File: config.mk
export PLATFORM = sky130hd
export DESIGN_NAME = osc_ctrl
export DESIGN_NICKNAME = d
export VERILOG_FILES = /design/src/osc_pkg.sv /design/src/osc_gfmux.sv /design/src/osc_ctrl.sv
export VERILOG_INCLUDE_DIRS = /design/src
export SDC_FILE = /design/constraint.sdc
export NUM_CORES = 1
export LEC_CHECK = 0
export ABC_CLOCK_PERIOD_IN_PS = 2900
export BUFFER_PORTS_ARGS = -buffer_cell sky130_fd_sc_hd__buf_2
export CAP_MARGIN = 10
export CORE_MARGIN = 10
export CORE_UTILIZATION = 51
export CTS_CLUSTER_DIAMETER = 80
export DETAILED_ROUTE_END_ITERATION = 8
export GPL_ROUTABILITY_DRIVEN = 0
export PLACE_DENSITY = 0.81
export SLEW_MARGIN = 15
export SYNTH_ARGS = -nofsm -noshare
export SYNTH_HDL_FRONTEND = slang
export SYNTH_HIERARCHICAL = 1
export SYNTH_SLANG_ARGS = --single-unit
File: constraint.sdc
create_clock -name mclk_i -period 2.9 [get_ports mclk_i]
set_input_delay 0.58 -clock mclk_i [delete_from_list [all_inputs] [get_ports mclk_i]]
set_output_delay 0.58 -clock mclk_i [all_outputs]
set_load 0.01 [all_outputs]
File: src/osc_map.svh
`ifndef OSC_MAP_SVH
`define OSC_MAP_SVH

// Register byte offsets, one aligned word each
`define OSC_OFF_CFG 8'h00
`define OSC_OFF_LOOP 8'h04
`define OSC_OFF_EXLF 8'h08
`define OSC_OFF_XTAL 8'h0c
`define OSC_OFF_MCLK 8'h10
`define OSC_OFF_STAT 8'h14

// Oscillator configuration fields
`define OSC_CFG_STOPOFF 0
`define OSC_CFG_OFF 1
`define OSC_CFG_FRQ_LO 2
`define OSC_CFG_FRQ_HI 3
// Correction loop control fields
`define OSC_LOOP_FCL 0
`define OSC_LOOP_EXRES 1
// External slow clock and crystal fields
`define OSC_EXLF_SEL 0
`define OSC_XTAL_SEL 0
`define OSC_XTAL_START 1
// Main clock configuration field
`define OSC_MCLK_USELF 0
// Status fields
`define OSC_ST_LFGOOD 0
`define OSC_ST_MCLKLF 1
`define OSC_ST_SYSON 2
`define OSC_ST_EXLF 3
`define OSC_ST_FRQ_LO 4
`define OSC_ST_FRQ_HI 5
`define OSC_ST_FCL 6
`define OSC_ST_MONPIN 7
`define OSC_ST_PINOK 8

// Mid-frequency divider per oscillator setting (keeps 4 MHz)
`define OSC_DIV_24 4'h6
`define OSC_DIV_4 4'h1
`define OSC_DIV_16 4'h4
`define OSC_DIV_32 4'h8

// Timing: clock rate and times in their own units
`define OSC_MCLK_MHZ 20
`define OSC_LF_SETTLE_NS 1000
`define OSC_LF_SETTLE_CYC ((`OSC_LF_SETTLE_NS*`OSC_MCLK_MHZ+999)/1000)
`define OSC_GF_GAP_NS 100
`define OSC_GF_GAP_CYC ((`OSC_GF_GAP_NS*`OSC_MCLK_MHZ+999)/1000)
`define OSC_PIN_WIN_NS 100000
`define OSC_PIN_WIN_CYC ((`OSC_PIN_WIN_NS*`OSC_MCLK_MHZ)/1000)
`define OSC_PIN_EDGES 3'h3

`endif

File: src/osc_pkg.sv
package osc_pkg;

   // Power mode reported by the system controller
   typedef enum logic [2:0] {
      OSC_PM_RUN = 3'h0,
      OSC_PM_SLEEP = 3'h1,
      OSC_PM_STOP = 3'h3,
      OSC_PM_STANDBY = 3'h2,
      OSC_PM_SHUTDOWN = 3'h6
   } osc_pmode_type;

   // System oscillator frequency settings
   typedef enum logic [1:0] {
      OSC_F24 = 2'h0,
      OSC_F4 = 2'h1,
      OSC_F16 = 2'h2,
      OSC_F32 = 2'h3
   } osc_freq_type;

   // Slow clock source
   typedef enum logic [1:0] {
      OSC_SRC_LOW_FREQ_OSC = 2'h0,
      OSC_SRC_XTAL = 2'h1,
      OSC_SRC_PIN = 2'h2
   } osc_src_type;

   // Glitch-free mux sequence, Gray along the loop
   typedef enum logic [1:0] {
      OSC_GF_A = 2'h0,
      OSC_GF_AB = 2'h1,
      OSC_GF_B = 2'h3,
      OSC_GF_BA = 2'h2
   } osc_gf_st_type;

   typedef struct packed {
      osc_gf_st_type st;
      logic [3:0] gap;
      logic en_a;
      logic en_b;
   } osc_gf_type;

   typedef struct packed {
      logic stopoff;
      logic dis;
      osc_freq_type freq_req;
      osc_freq_type freq_cur;
      logic frequency_correction_loop;
      logic exres;
      logic exlf;
      logic xtal_sel;
      logic xtal_start;
      logic use_lf;
      logic lf_good;
      logic [7:0] lf_cnt;
      logic [2:0] pin_edges;
      logic [11:0] pin_win;
      logic pin_ok;
      logic lfr_s1;
      logic lfr_s2;
      logic pin_s1;
      logic pin_s2;
      logic pin_s3;
      logic ph_s1;
      logic ph_s2;
      logic ph_s3;
      logic ap_wr;
      logic [7:0] ap_addr;
      logic [31:0] hrdata;
      logic sys_en;
      logic [3:0] mid_div;
      logic low_freq_osc_en;
      logic mon_pin;
      osc_src_type src;
   } osc_ctl_type;

endpackage

File: src/osc_gfmux.sv
`timescale 1ns/1ps
`default_nettype none
`include "osc_map.svh"

module osc_gfmux (
   // Clock and reset
   input wire logic mclk_i,
   input wire logic rst_i,
   // Selection: 0 takes source a, 1 takes source b
   input wire logic sel_i,
   // Per-source gate enables
   output logic en_a_o,
   output logic en_b_o
);
   import osc_pkg::*;

   osc_gf_type s_q;
   osc_gf_type s_d;

   // Break before make: the old gate closes, a dead gap passes,
   // then the new gate opens, so no runt pulse can reach the tree
   always_comb begin
      s_d = s_q;
      case (s_q.st)
         OSC_GF_A: begin
            if (sel_i) begin
               s_d.en_a = 1'b0;
               s_d.gap = 4'h0;
               s_d.st = OSC_GF_AB;
            end
         end
         OSC_GF_AB: begin
            s_d.gap = s_q.gap + 4'h1;
            if (s_q.gap == 4'(`OSC_GF_GAP_CYC - 1)) begin
               s_d.en_b = 1'b1;
               s_d.st = OSC_GF_B;
            end
         end
         OSC_GF_B: begin
            if (!sel_i) begin
               s_d.en_b = 1'b0;
               s_d.gap = 4'h0;
               s_d.st = OSC_GF_BA;
            end
         end
         OSC_GF_BA: begin
            s_d.gap = s_q.gap + 4'h1;
            if (s_q.gap == 4'(`OSC_GF_GAP_CYC - 1)) begin
               s_d.en_a = 1'b1;
               s_d.st = OSC_GF_A;
            end
         end
         default: begin
            s_d.st = OSC_GF_A;
            s_d.en_a = 1'b1;
            s_d.en_b = 1'b0;
         end
      endcase
   end

   // State register; source a owns the tree after reset
   always_ff @(posedge mclk_i) begin
      if (rst_i) begin
         s_q <= '{st: OSC_GF_A, gap: 4'h0, en_a: 1'b1, en_b: 1'b0};
      end else begin
         s_q <= s_d;
      end
   end

   assign en_a_o = s_q.en_a;
   assign en_b_o = s_q.en_b;

endmodule
`default_nettype wire

File: src/osc_ctrl.sv
// Contract
// - Boot reset: slow oscillator runs, feeds slow clock
// - Startup monitor sets slow oscillator ready flag
// - Brownout reset: system oscillator 24 MHz, main clock
// - Mid-frequency divider keeps 4 MHz output
// - Frequency changes applied phase aligned
// - Correction enable cannot be cleared by software
// - Stop-off bit: oscillator off, slow clock in stop
// - Leaving stop restores oscillator and main clock
// - Manual off bit: slow clock in all modes
// - Oscillator always off in standby and shutdown
// - Monitor checks pin when crystal not started
// - Pin selection locked until boot reset
// - Main clock through glitch-free mux
//
// The register addresses and the AHB-Lite interface to the registers were decided locally.
`timescale 1ns/1ps
`default_nettype none
`include "osc_map.svh"

module osc_ctrl (
   // Clock and resets
   input wire logic mclk_i,
   input wire logic rst_i,
   input wire logic sys_rst_i,
   // AHB-Lite slave
   input wire logic hsel_i,
   input wire logic [31:0] haddr_i,
   input wire logic [1:0] htrans_i,
   input wire logic hwrite_i,
   input wire logic [2:0] hsize_i,
   input wire logic [31:0] hwdata_i,
   input wire logic hready_i,
   output logic [31:0] hrdata_o,
   output logic hreadyout_o,
   output logic hresp_o,
   // Power mode from the system controller
   input wire osc_pkg::osc_pmode_type pmode_i,
   // Asynchronous oscillator and pin inputs
   input wire logic lf_ready_i,
   input wire logic slow_clk_pin_i,
   input wire logic sys_phase_i,
   // Oscillator controls
   output logic sys_en_o,
   output var osc_pkg::osc_freq_type sys_freq_o,
   output logic [3:0] mid_div_o,
   output logic fcl_en_o,
   output logic ext_res_o,
   output logic low_freq_osc_en_o,
   output var osc_pkg::osc_src_type slow_src_o,
   output logic mon_pin_o,
   // Main clock gates
   output logic mclk_sys_en_o,
   output logic mclk_lf_en_o
);
   import osc_pkg::*;

   osc_ctl_type s_q;
   osc_ctl_type s_d;
   logic want_lf;
   logic gf_sys;
   logic gf_lf;
   logic ap_take;
   logic ph_edge;
   logic pin_edge;
   logic in_stop;
   logic deep;

   // Divider for each oscillator setting
   function automatic logic [3:0] div_of(input osc_freq_type f);
      case (f)
         OSC_F24: div_of = `OSC_DIV_24;
         OSC_F4: div_of = `OSC_DIV_4;
         OSC_F16: div_of = `OSC_DIV_16;
         OSC_F32: div_of = `OSC_DIV_32;
         default: div_of = `OSC_DIV_24;
      endcase
   endfunction

   // Reads assemble each register from a given state image
   function automatic logic [31:0] rd_word(input logic [7:0] a,
                                           input osc_ctl_type s,
                                           input logic mlf);
      logic [31:0] w;
      w = 32'h0;
      case (a)
         `OSC_OFF_CFG: begin
            w[`OSC_CFG_STOPOFF] = s.stopoff;
            w[`OSC_CFG_OFF] = s.dis;
            w[`OSC_CFG_FRQ_HI:`OSC_CFG_FRQ_LO] = s.freq_req;
         end
         `OSC_OFF_LOOP: begin
            w[`OSC_LOOP_FCL] = s.frequency_correction_loop;
            w[`OSC_LOOP_EXRES] = s.exres;
         end
         `OSC_OFF_EXLF: w[`OSC_EXLF_SEL] = s.exlf;
         `OSC_OFF_XTAL: begin
            w[`OSC_XTAL_SEL] = s.xtal_sel;
            w[`OSC_XTAL_START] = s.xtal_start;
         end
         `OSC_OFF_MCLK: w[`OSC_MCLK_USELF] = s.use_lf;
         `OSC_OFF_STAT: begin
            w[`OSC_ST_LFGOOD] = s.lf_good;
            w[`OSC_ST_MCLKLF] = mlf;
            w[`OSC_ST_SYSON] = s.sys_en;
            w[`OSC_ST_EXLF] = (s.src == OSC_SRC_PIN);
            w[`OSC_ST_FRQ_HI:`OSC_ST_FRQ_LO] = s.freq_cur;
            w[`OSC_ST_FCL] = s.frequency_correction_loop;
            w[`OSC_ST_MONPIN] = !s.xtal_start;
            w[`OSC_ST_PINOK] = s.pin_ok;
         end
         default: w = 32'h0; // Unmapped reads as zero, still OKAY
      endcase
      rd_word = w;
   endfunction

   // Main clock handover between oscillator and slow clock
   osc_gfmux u_gfmux (
      .mclk_i(mclk_i),
      .rst_i(rst_i),
      .sel_i(want_lf),
      .en_a_o(gf_sys),
      .en_b_o(gf_lf)
   );

   // Mode decode and synchronised edges (read only from second stage)
   assign in_stop = (pmode_i == OSC_PM_STOP);
   assign deep = (pmode_i == OSC_PM_STANDBY) ||
                 (pmode_i == OSC_PM_SHUTDOWN);
   assign ph_edge = s_q.ph_s2 && !s_q.ph_s3;
   assign pin_edge = s_q.pin_s2 && !s_q.pin_s3;
   assign ap_take = hsel_i && hready_i && htrans_i[1];

   // Slow clock feeds the main clock when software asks, the oscillator
   // is off by hand, or the low power mode forbids the oscillator
   assign want_lf = s_q.use_lf || s_q.dis ||
                    (in_stop && s_q.stopoff) ||
                    deep;

   always_comb begin
      s_d = s_q;

      // Two-stage synchronisers for every asynchronous input
      s_d.lfr_s1 = lf_ready_i;
      s_d.lfr_s2 = s_q.lfr_s1;
      s_d.pin_s1 = slow_clk_pin_i;
      s_d.pin_s2 = s_q.pin_s1;
      s_d.pin_s3 = s_q.pin_s2;
      s_d.ph_s1 = sys_phase_i;
      s_d.ph_s2 = s_q.ph_s1;
      s_d.ph_s3 = s_q.ph_s2;

      // Startup monitor: ready must hold for the settle time; once good
      // the flag stays until boot reset, dropouts are ignored
      if (s_q.lfr_s2 && !s_q.lf_good) begin
         s_d.lf_cnt = s_q.lf_cnt + 8'h1;
         if (s_q.lf_cnt == 8'(`OSC_LF_SETTLE_CYC - 1)) begin
            s_d.lf_good = 1'b1;
         end
      end else if (!s_q.lfr_s2) begin
         s_d.lf_cnt = 8'h0;
      end

      // Pin monitor counts edges per window while the crystal is idle
      if (!s_q.xtal_start) begin
         if (s_q.pin_win == 12'(`OSC_PIN_WIN_CYC - 1)) begin
            s_d.pin_win = 12'h0;
            s_d.pin_ok = (s_q.pin_edges >= `OSC_PIN_EDGES);
            s_d.pin_edges = 3'h0;
         end else begin
            s_d.pin_win = s_q.pin_win + 12'h1;
            if (pin_edge && s_q.pin_edges != 3'h7) begin
               s_d.pin_edges = s_q.pin_edges + 3'h1;
            end
         end
      end else begin
         s_d.pin_win = 12'h0;
         s_d.pin_edges = 3'h0;
         s_d.pin_ok = 1'b0;
      end

      // Data phase of a pending write
      if (s_q.ap_wr) begin
         case (s_q.ap_addr)
            `OSC_OFF_CFG: begin
               s_d.stopoff = hwdata_i[`OSC_CFG_STOPOFF];
               s_d.dis = hwdata_i[`OSC_CFG_OFF];
               s_d.freq_req = osc_freq_type'(
                  hwdata_i[`OSC_CFG_FRQ_HI:`OSC_CFG_FRQ_LO]);
            end
            `OSC_OFF_LOOP: begin
               // Mode is frozen once the loop runs; clears are dropped
               if (!s_q.frequency_correction_loop) begin
                  s_d.frequency_correction_loop = hwdata_i[`OSC_LOOP_FCL];
                  s_d.exres = hwdata_i[`OSC_LOOP_EXRES];
               end
            end
            `OSC_OFF_EXLF: begin
               // Set only; a zero write cannot undo the pin choice
               if (hwdata_i[`OSC_EXLF_SEL]) begin
                  s_d.exlf = 1'b1;
               end
            end
            `OSC_OFF_XTAL: begin
               s_d.xtal_sel = hwdata_i[`OSC_XTAL_SEL];
               s_d.xtal_start = hwdata_i[`OSC_XTAL_START];
            end
            `OSC_OFF_MCLK: s_d.use_lf = hwdata_i[`OSC_MCLK_USELF];
            default: s_d.ap_wr = 1'b0; // Unmapped write is dropped
         endcase
      end

      // Slow clock source; pin selection outranks all else for good
      if (s_d.exlf) begin
         s_d.src = OSC_SRC_PIN;
      end else if (s_d.xtal_sel) begin
         s_d.src = OSC_SRC_XTAL;
      end else begin
         s_d.src = OSC_SRC_LOW_FREQ_OSC;
      end
      s_d.low_freq_osc_en = (s_d.src == OSC_SRC_LOW_FREQ_OSC);

      // Oscillator enable follows mode every cycle, so leaving stop
      // brings it back without software help
      s_d.sys_en = !s_q.dis &&
                   !(in_stop && s_q.stopoff) &&
                   !deep;

      // Frequency and divider move together on a phase edge of the
      // oscillator; while it is off there is nobody to disturb
      if (s_q.freq_req != s_q.freq_cur) begin
         if (ph_edge || !s_q.sys_en) begin
            s_d.freq_cur = s_q.freq_req;
            s_d.mid_div = div_of(s_q.freq_req);
         end
      end

      // Address phase: note writes, answer reads from the updated image
      s_d.ap_wr = 1'b0;
      if (ap_take) begin
         s_d.ap_wr = hwrite_i;
         s_d.ap_addr = haddr_i[7:0];
         if (haddr_i[31:8] != 24'h0 || hsize_i != 3'h2) begin
            s_d.ap_addr = 8'hff; // Outside the map or not a word
         end
         if (!hwrite_i) begin
            s_d.hrdata = rd_word(s_d.ap_addr, s_d, gf_lf);
         end
      end

      // System reset clears ordinary settings but not sticky ones
      if (sys_rst_i) begin
         s_d.stopoff = 1'b0;
         s_d.dis = 1'b0;
         s_d.freq_req = OSC_F24;
         s_d.use_lf = 1'b0;
         s_d.xtal_sel = 1'b0;
         s_d.xtal_start = 1'b0;
         s_d.ap_wr = 1'b0;
      end

      // Monitor watches the pin while the crystal is not started;
      // registered so the output pin sees no decode glitch
      s_d.mon_pin = !s_d.xtal_start;
   end

   // Boot reset: slow oscillator up, system oscillator at 24 MHz
   always_ff @(posedge mclk_i) begin
      if (rst_i) begin
         s_q <= '0;
         s_q.freq_req <= OSC_F24;
         s_q.freq_cur <= OSC_F24;
         s_q.mid_div <= `OSC_DIV_24;
         s_q.sys_en <= 1'b1;
         s_q.low_freq_osc_en <= 1'b1;
         s_q.mon_pin <= 1'b1;
         s_q.src <= OSC_SRC_LOW_FREQ_OSC;
         s_q.ap_addr <= 8'hff;
      end else begin
         s_q <= s_d;
      end
   end

   // Register outputs; the gates come from the mux flops
   assign hrdata_o = s_q.hrdata;
   assign hreadyout_o = 1'b1; // Zero wait states, constant OKAY
   assign hresp_o = 1'b0;
   assign sys_en_o = s_q.sys_en;
   assign sys_freq_o = s_q.freq_cur;
   assign mid_div_o = s_q.mid_div;
   assign fcl_en_o = s_q.frequency_correction_loop;
   assign ext_res_o = s_q.exres;
   assign low_freq_osc_en_o = s_q.low_freq_osc_en;
   assign slow_src_o = s_q.src;
   assign mon_pin_o = s_q.mon_pin;
   assign mclk_sys_en_o = gf_sys;
   assign mclk_lf_en_o = gf_lf;

endmodule
`default_nettype wire

==> results of run 1 <==
==> metal layers <==
| metal | part of all wire, % | wire length, microns | GRT usage [%] |
|---|---|---|---|
| met5 | 0 | 0 | 0 |
| met4 | 1.3 | 114 | 5.73 |
| met3 | 9.2 | 812 | 5.69 |
| met2 | 49 | 4300 | 25.4 |
| met1 | 41 | 3620 | 17.3 |
==> final timing paths <==
| path | end | cells after the start |
|---|---|---|
| max | hrdata_o[8]$_SDFFE_PP0P_ | 6 |
| min | s_q[50]$_SDFF_PP0_ | 2 |
| max reg2reg | hrdata_o[3]$_SDFFE_PP0P_ | 5 |
| min reg2reg | s_q[50]$_SDFF_PP0_ | 2 |
==> cells by family (layout without fill, tap and decap cells) <==
kind of cell             count (synthesis)  count (layout)  synth area share, %
buffers and inverters                   71             108                 11.1
AO/OA/AOI/OAI                           59              59                 10.2
other                                    2              25                0.193
AND/OR/NAND/NOR                        180             180                 27.2
XOR/XNOR                                23              23                 5.17
flip-flops                              79              79                 40.6
adder cells (fa/ha/maj)                  7               7                 2.25
multiplexers                            12              12                 3.28
==> layout make-up <==
| cell class | instances | area (sq um) | area share (%) |
|---|---|---|---|
| clock buffers | 10 | 138 | 3.15 |
| clock inverters | 6 | 108 | 2.46 |
| inverters | 14 | 52.6 | 1.20 |
| well taps | 99 | 124 | 2.84 |
| repair buffers | 78 | 398 | 9.11 |
| multi-input cells | 306 | 1970 | 45.0 |
| flip-flops and latches | 79 | 1580 | 36.2 |
==> layout by cell type, fill, tap and decap left out, types with 4 or more instances in the layout <==
master,n
nor4_1,7
nand2_1,14
nand2b_1,16
buf_2,75
nor2b_1,12
clkbuf_8,10
nand3_1,19
nor3_1,10
o22ai_1,7
dfxtp_1,79
xnor2_1,11
nor4_2,4
inv_1,14
conb_1,25
and3_1,6
o21ai_0,6
a21oi_1,17
nand4_1,7
and2_1,5
ha_1,7
or3_1,5
xor2_1,12
a31oi_1,4
nor2_1,50
mux2i_1,9
==> synthesized netlist by cell type (all sizes together) (4+ instances only) <==
library cell and n:
and2 5, nor3 10, nor4 13, or3 6
inv 14, nor2 50, clkbuf 12, nand4 8
a31oi 4, ha 7, dfxtp 79, nand2b 16
a21oi 17, o21ai 6, nand2 14, nor2b 12
xnor2 11, mux2i 9, nand3 19, buf 45
o22ai 7, a211oi 5, xor2 12, and3 6
==> sequential cells by signal, indices dropped and copies added (netlist names) <==
register,flops
u_gfmux/en_a_o,1
sys_freq_o,2
hrdata_o,9
slow_src_o,1
fcl_en_o,1
ext_res_o,1
low_freq_osc_en_o,1
sys_en_o,1
mon_pin_o,1
s_d,5
mid_div_o,4
u_gfmux/en_b_o,1
s_q,45
u_gfmux/s_q,6
==> where the power goes <==
group / total (uW) / internal (uW) / switching, uW / leakage, uW
Combinational: 161 / 66.0 / 95.2 / 0.00103
Sequential: 1120 / 1100 / 16.4 / 0.000640
Clock: 977 / 592 / 385 / 0.000122
Total: 2260 / 1760 / 497 / 0.00180
==> worst max-delay path: cells and delay by family <==
| family | cells | cell delay (ns) |
|---|---|---|
| AOI/OAI and AO/OA | 1 | 0.14 |
| buffers and inverters | 1 | 0.10 |
| and+or+nand+nor | 4 | 1.57 |
==> per-stage QoR <==
step / power, uW / area (sq um)
final: 2260 / 4370
after global routing: 2350 / 4370
after CTS: 2280 / 4370
after detailed placement: 1300 / 4120
after global placement: 1300 / 4120
after floorplan: 1270 / 3980
==> reports/metrics.csv, run 1 <==
metric;value;unit
ys_async_sr_fraction;0;%
drtIter0Drc;171;
boundaryPins;130;
final_cells;592;
antenna_cells;0;
num-nets-final;576;
whs;0.439;ns
grt_antenna_before_repair;0;
start_kind;input pin;
critPathCaptureType;register;
cts_resized;0;
cts_max_path_buffers;2;
synth_flop_cell;dfxtp_1;
setup_viol;0;
coreArea;7330;sq um
die_h;107;microns
synth_top_area_share;40.6;%
syn_inst;433;
maxSlewHeadroom;51.5;%
num_rows;31;
period_minus_slack;2.12;ns
ys_seq_area_share;40.6;%
tns;0;ns
hold_start;s_d[50]$_SDFF_PP0_;
die_area;11500;sq um
die_w;107;microns
slowest_stage;or4_4;
finalHoldViolCount;0;
fillCellCount;640;
outcome;finished clean;
maxCapViolCount;0;
track_usage;15.2;%
crit_fanout;6;
drive_gt1_share;22.7;%
drc;0;
dp.cells;576;
crit_type;in -> reg;
firstDrtPassIters;5;
setup_ws;0.779;ns
peakVddDrop;0.234;mV
clkTransAtPathRegs;0.07;ns
fin_crit_sh;73.2;%
via_count;3125;
drt_wl_total;8.85;mm
synthesis.area;3890;sq um
grt_max_degree;23;
critPathMaxStageDelay;0.57;ns
synth_top_cell_by_area;dfxtp_1;
cp-startpoint;haddr_i[6];
cts_setup_buffers;0;
overflow;0;
fmax;471;MHz
hold_path.class;reg -> reg;
io_buffers;75;
clk-insertion-delay-late;0.35;ns
first_global_vias;3183;
place_ws;0.444;ns
worst-slew-pin-transition;0.721;ns
cts_made_buffers;9;
timing.rr.start;s_q[46]$_SDFFE_PP1P_;
rsz0062_at_grt;no;
crit_chain;buf_2 -> nor4_1 -> nand2b_1 -> or4_4 -> or4_1 -> a21oi_1;
crit_arrival;2.40;ns
hold_buffers;0;
ys_ff_latch;79;
cts_tree;yes;
cts_sinks;79;
final_util;59.6;%
postRouteAntennaNets;0;
r2r_slack;0.80;ns
grt_pass1_wl;14.4;mm
initial_core_util;53.1;%
drv_slew;0;
synth-edff-count;0;
hpwlAfterDp;6.87;mm
cts-htree-levels;3;
power_leakage;0.00180;uW
synth_warnings;6;
syn2layout_area_growth;12.2;%
avgSynthCellArea;9.00;sq um
root_buffer;clkbuf_8;
synth_area_leaders;dfxtp_1 41%, buf_4 8.1%, nor2_1 4.8%, xor2_1 2.7%, nand2b_1 2.6%;
via_per_inst;5.28;
required;3.18;ns
p_per_area;517;nW/um^2
clock_skew;0.00812;ns
ys_types;62;
wl_per_cell;14.9;microns
Power figures use the tool's default switching activity.
==> run 2: changes to the inputs <==
Settings changed: ABC_CLOCK_PERIOD_IN_PS 2900 to 1800, CORE_UTILIZATION 51 to 46, PLACE_DENSITY 0.81 to 0.77.
Clock period 2.9 ns to 1.8 ns, I/O delays scaled along.
==> run 2 against run 1 <==
Compared with the run above:
- the flow now finishes with violations (negative setup slack)
- clock power is 30% higher
- wire length is 10% higher
- via count is 7.0% higher
- sequential cell count stayed put
- largest power group unchanged
- global-route usage is 0.49 points lower
- sequential share of layout area is 3.5 points lower
- non-clock buffer count is 48 higher
- clock skew is 0.0021 ns higher
- sequential power is 62% higher
==> reports/metrics.csv, run 2 (same netlist as run 1, synthesis figures left out) <==
metric;value;unit;change
antenna_cells;0;;unchanged
start_kind;register;;
fmax;524;MHz;
wl_per_cell;15.1;microns;+1.1%
final_cells;646;;+9.1%
crit_family;simple AND/OR/NAND/NOR gates;;
maxSlewHeadroom;65.7;%;+14 points
cts_max_path_buffers;2;;unchanged
r2r_end;hrdata_o[3]$_SDFFE_PP0P_;;
via_per_inst;5.18;;-1.9%
overflow;0;;unchanged
postRouteAntennaNets;0;;unchanged
grt_antenna_before_repair;0;;unchanged
worstHoldPathCells;2;;unchanged
clock_skew;0.0102;ns;+0.00213 ns
period_minus_slack;1.91;ns;
io_buffers;75;;unchanged
outcome;finished with violations;;
via_count;3345;;+7.0%
num_rows;33;;+6.5%
drc;0;;unchanged
tns;-0.653;ns;-0.653 ns
hold_start;slow_clk_pin_i;;
largest_register_ffs;45;;unchanged
slowest_stage;or4_4;;
grt_max_degree;20;;-13%
crit_buf_inv;1;;unchanged
cts_tree;yes;;
fin_crit_sh;106;%;
r2r_slack;-0.11;ns;-0.91 ns
drtIter0Drc;152;;-11%
syn2layout_area_growth;24.4;%;
crit_arrival;2.14;ns;-0.26 ns
setup_viol;8;;+8
cts_made_buffers;9;;unchanged
final_area;4850;sq um;+11%
critPathMaxStageDelay;0.58;ns;about the same
place_ws;-0.441;ns;-0.885 ns
power.share.switching;24.7;%;+2.7 points
clkTransAtPathRegs;0.07;ns;about the same
root_buffer;clkbuf_8;;
dp.cells;623;;+8.2%
grt_pass1_wl;15.5;mm;+7.6%
hpwlAfterDp;7.60;mm;+11%
hold_buffers;0;;unchanged
p_per_area;700;nW/um^2;+35%
violations;negative setup slack;;
final_cell_mix;77 x dfxtp_1, 75 x buf_2, 50 x nor2_1, 50 x buf_4, 25 x conb_1;;
cts-htree-levels;3;;unchanged
first_global_vias;3318;;+4.2%
power.share.combinational;9.3;%;+2.2 points
crit_fanout;4;;-2
crit_chain;or4_4 -> nor4b_4 -> buf_4 -> mux2_4 -> nand3_2 -> a211oi_2;;
required;2.03;ns;-1.15 ns
firstDrtPassIters;4;;-1
p_int;2560;uW;+45%
final_common_cell;dfxtp_1;;
crit_type;reg -> reg;;
drive_gt1_share;32.9;%;+10 points
clk-insertion-delay-late;0.35;ns;about the same
maxCapViolCount;0;;unchanged
drt_wl_total;9.76;mm;+10%
num-nets-final;624;;+8.3%
min_to;s_d[54]$_SDFF_PP0_;;
hold_path.class;in -> reg;;
regMostFlops;s_q;;
die_area;12500;sq um;+8.8%
finalHoldViolCount;0;;unchanged
coreArea;8220;sq um;+12%
p_sw;839;uW;+69%
rsz0062_at_grt;yes;;
power_leakage;0.00209;uW;+16%
worst-slew-pin-transition;0.512;ns;-0.209 ns
peakVddDrop;0.493;mV;+110%
die_w;112;microns;+4.3%
clkPwrFrac;37.5;%;-5.8 points
critPathCaptureType;register;;
cts_sinks;79;;unchanged
track_usage;14.7;%;-0.49 points
drv_slew;0;;unchanged
dpl_cell_area;4480;sq um;+8.7%
initial_core_util;47.4;%;-5.7 points
r2r_cells;6;;+1
boundaryPins;130;;unchanged
multi_input_area;2120;sq um;+7.8%
seq_power_share;53.2;%;+3.6 points
die_h;112;microns;+4.3%
register_area;1580;sq um;+0.16%
cp.depth;6;;unchanged
timing.rr.start;s_q[42]$_SDFFE_PP1P_;;
setup_ws;-0.108;ns;-0.887 ns
fillCellCount;716;;+12%
[run 2: how the worst max path moves through the flow]
stage,slack [ns],end,start
floorplan,-0.13,hrdata_o[8]$_SDFFE_PP0P_,hsize_i[0]
detailed placement,-0.44,hrdata_o[8]$_SDFFE_PP0P_,hsize_i[0]
global route,-0.14,hrdata_o[3]$_SDFFE_PP0P_,s_q[42]$_SDFFE_PP1P_
CTS,-0.1,hrdata_o[1]$_SDFFE_PP0P_,s_q[42]$_SDFFE_PP1P_
finish,-0.11,hrdata_o[3]$_SDFFE_PP0P_,s_q[42]$_SDFFE_PP1P_
global placement,-0.38,hrdata_o[1]$_SDFFE_PP0P_,haddr_i[20]
[run 2: per-stage QoR]
| stage | util [%] | power, uW | hold slack (ns) |
|---|---|---|---|
| 3_3_place_gp | 54.6 | 2130 | 0.418 |
| 4_1_cts | 57.7 | 3410 | 0.215 |
| 6_report | 59.0 | 3390 | 0.229 |
| 2_1_floorplan | - | 2040 | 0.410 |
| 5_1_grt | 59.0 | 3530 | 0.244 |
| 3_5_place_dp | 54.6 | 2150 | 0.424 |
[run 2: layout make-up]
| class | instances | area share (%) |
|---|---|---|
| Inverter | 14 | 1.08 |
| Timing Repair Buffer | 126 | 15.9 |
| Clock buffer | 10 | 2.63 |
| Sequential cell | 79 | 32.7 |
| Tap cell | 105 | 2.71 |
| Multi-Input combinational cell | 306 | 43.8 |
| Clock inverter | 6 | 1.21 |
[run 2: routing by layer]
metal	GRT usage (%)	vias to the layer above	part of all wire (%)	wire, microns
li1	-	1651	-	-
met1	17.3	1548	43	4180
met2	24.5	135	48	4670
met3	5.38	11	8.0	784
met4	4.48	0	1.3	124
met5	0	-	0	0
[run 2: power by group through the flow]
stage	logic (uW)	clock network [uW]	registers (uW)
final	317	1270	1810
after global routing	348	1370	1810
after CTS	304	1300	1810
after detailed placement	299	0	1850
after global placement	288	0	1840
after floorplan	201	0	1840
[run 2: timing repair]
item / in CTS / in global routing
buffers inserted: 4 / 3
pin swaps: 8 / 9
hold endpoints to repair: 0 / 0
resized for setup: 7 / 14
endpoints found under the setup margin: 9 / 14
==> run 3: changes to the inputs <==
Settings changed: CTS_BUF_LIST set to sky130_fd_sc_hd__clkbuf_16, CTS_CLUSTER_SIZE set to 40, PLACE_DENSITY 0.77 to 0.8.
==> run 3 against run 2 <==
Compared with the run above:
- register-to-register slack about the same
- largest cell class unchanged
- sequential power about the same
- critical endpoint is now hrdata_o[1]$_SDFFE_PP0P_
- clock skew down 0.0018 ns
- the flow still finishes with violations (negative setup slack)
- non-clock buffer count unchanged
- core utilization up 2.5 points
==> reports/metrics.csv, run 3 (same netlist as run 1, synthesis figures left out) <==
metric;value;unit;change
required;2.01;ns;-0.02 ns
clk-insertion-delay-late;0.34;ns;about the same
drv_slew;0;;unchanged
die_w;112;microns;unchanged
cp-startpoint;s_q[47]$_SDFFE_PP1P_;;
drive_gt1_share;34.9;%;+2.0 points
tns;-0.509;ns;+0.144 ns
final_common_cell;dfxtp_1;;
period_minus_slack;1.91;ns;+0.00336 ns
p_int;3040;uW;+19%
track_usage;15.3;%;+0.59 points
hpwlAfterDp;7.62;mm;+0.29%
drtIter0Drc;257;;+69%
initial_core_util;47.4;%;unchanged
clkTransAtPathRegs;0.06;ns;about the same
seq_power_share;45.0;%;-8.2 points
cts_max_path_buffers;2;;unchanged
maxCapViolCount;0;;unchanged
clock_skew;0.00850;ns;-0.00175 ns
final_util;61.5;%;+2.5 points
power.share.combinational;8.1;%;-1.2 points
num-nets-final;624;;unchanged
p_per_area;795;nW/um^2;+14%
setup_ws;-0.112;ns;-0.00336 ns
peakVddDrop;0.602;mV;+22%
die_area;12500;sq um;unchanged
violations;negative setup slack;;
drc;0;;unchanged
final_cell_mix;73 x dfxtp_1, 70 x buf_2, 50 x nor2_1;;
antenna_cells;0;;unchanged
fin_crit_sh;106;%;+0.19 points
crit_arrival;2.12;ns;-0.02 ns
cts_sinks;79;;unchanged
r2r_end;hrdata_o[1]$_SDFFE_PP0P_;;
wl_per_cell;15.5;microns;+2.8%
timing.rr.start;s_q[47]$_SDFFE_PP1P_;;
crit_fanout;3;;-1
num_rows;33;;unchanged
cts_tree;yes;;
hold_buffers;0;;unchanged
critPathCaptureType;register;;
start_kind;register;;
coreArea;8220;sq um;unchanged
firstDrtPassIters;6;;+2
io_buffers;75;;unchanged
root_buffer;clkbuf_16;;
power.share.switching;24.4;%;-0.29 points
largest_register_ffs;45;;unchanged
grt_max_degree;17;;-15%
crit_type;reg -> reg;;
cts-htree-levels;3;;unchanged
die_h;112;microns;unchanged
p_sw;981;uW;+17%
grt_antenna_before_repair;0;;unchanged
rsz0062_at_grt;yes;;
r2r_slack;-0.11;ns;about the same
r2r_cells;6;;unchanged
via_count;3363;;+0.54%
via_per_inst;5.21;;+0.54%
power_leakage;0.00213;uW;+2.0%
outcome;finished with violations;;
finalHoldViolCount;0;;unchanged
cts_made_buffers;9;;unchanged
boundaryPins;130;;unchanged
clkPwrFrac;46.8;%;+9.3 points
syn2layout_area_growth;29.7;%;
hold_path.class;in -> reg;;
drt_wl_total;10.0;mm;+2.8%
regMostFlops;s_q;;
cp-endpoint;hrdata_o[1]$_SDFFE_PP0P_;;
grt_pass1_wl;16.2;mm;+4.6%
postRouteAntennaNets;0;;unchanged
setup_viol;8;;unchanged
overflow;0;;unchanged
first_global_vias;3440;;+3.7%
fmax;523;MHz;-0.18%
## run 3: changes by cell type in the layout (fill, tap and decap cells not counted), moves of 2 or more
cell,previous run,this run
clkbuf_8,9,0
clkbuf_16,0,9
clkinv_4,0,2
buf_2,75,70
clkinv_2,4,0
mux2i_1,9,7
dfxtp_1,77,73
inv_8,0,2
buf_6,0,7
buf_4,50,48
dfxtp_2,2,6
## run 3: worst max-delay path, stage by stage (launching register included)
cell and delay (ns):
dfxtp_2 0.33, or4_4 0.56, o31ai_4 0.25, a2111oi_2 0.11, buf_4 0.16, a221oi_4 0.27, a211oi_2 0.11
## run 3: layer usage
layer | global-route usage, % | vias to the layer above | share of wire, %
met4 | 4.65 | 0 | 1.4
met1 | 18.2 | 1586 | 43
li1 | - | 1651 | -
met3 | 6.07 | 12 | 7.7
met2 | 25.0 | 114 | 48
met5 | 0 | - | 0
## run 3: power groups by stage
stage	Combinational, uW	Clock (uW)	Sequential [uW]
after global routing	360	1990	1810
final	326	1880	1810
after floorplan	201	0	1840
after detailed placement	294	0	1850
after global placement	284	0	1840
after CTS	311	1910	1810
## run 3: repair_timing
| item | in CTS | in global routing |
|---|---|---|
| pin swaps | 21 | 10 |
| setup buffers | 5 | 3 |
| setup endpoints to repair | 7 | 17 |
| resized for setup | 21 | 18 |
## run 3: metrics by stage
step	total power [uW]	area, sq um	setup WS (ns)	instances	hold slack (ns)
after CTS	4030	4930	-0.0907	643	0.237
after global routing	4170	5050	-0.163	646	0.253
after floorplan	2040	4010	-0.126	456	0.410
after detailed placement	2140	4480	-0.390	622	0.420
after global placement	2130	4480	-0.345	622	0.422
final	4020	5050	-0.112	646	0.245
## run 3: worst min path at each step
stage                         end  depth (start not counted)               start  slack, ns
2_1_floorplan  s_q[50]$_SDFF_PP0_                          2  s_d[50]$_SDFF_PP0_       0.41
3_3_place_gp   s_d[50]$_SDFF_PP0_                          1  s_d[51]$_SDFF_PP0_       0.42
3_5_place_dp   s_d[53]$_SDFF_PP0_                          1  s_d[54]$_SDFF_PP0_       0.42
4_1_cts        s_d[56]$_SDFF_PP0_                          2          lf_ready_i       0.24
5_1_grt        s_d[56]$_SDFF_PP0_                          2          lf_ready_i       0.25
6_report       s_d[56]$_SDFF_PP0_                          2          lf_ready_i       0.24
## run 3: layout make-up
type | count | area, sq um
repair buffers | 126 | 810
clock buffers | 9 | 225
well taps | 105 | 131
flip-flops and latches | 79 | 1590
inverters | 14 | 52.6
multi-input cells | 306 | 2160
clock inverters | 7 | 87.6
fillers | 710 | 3160
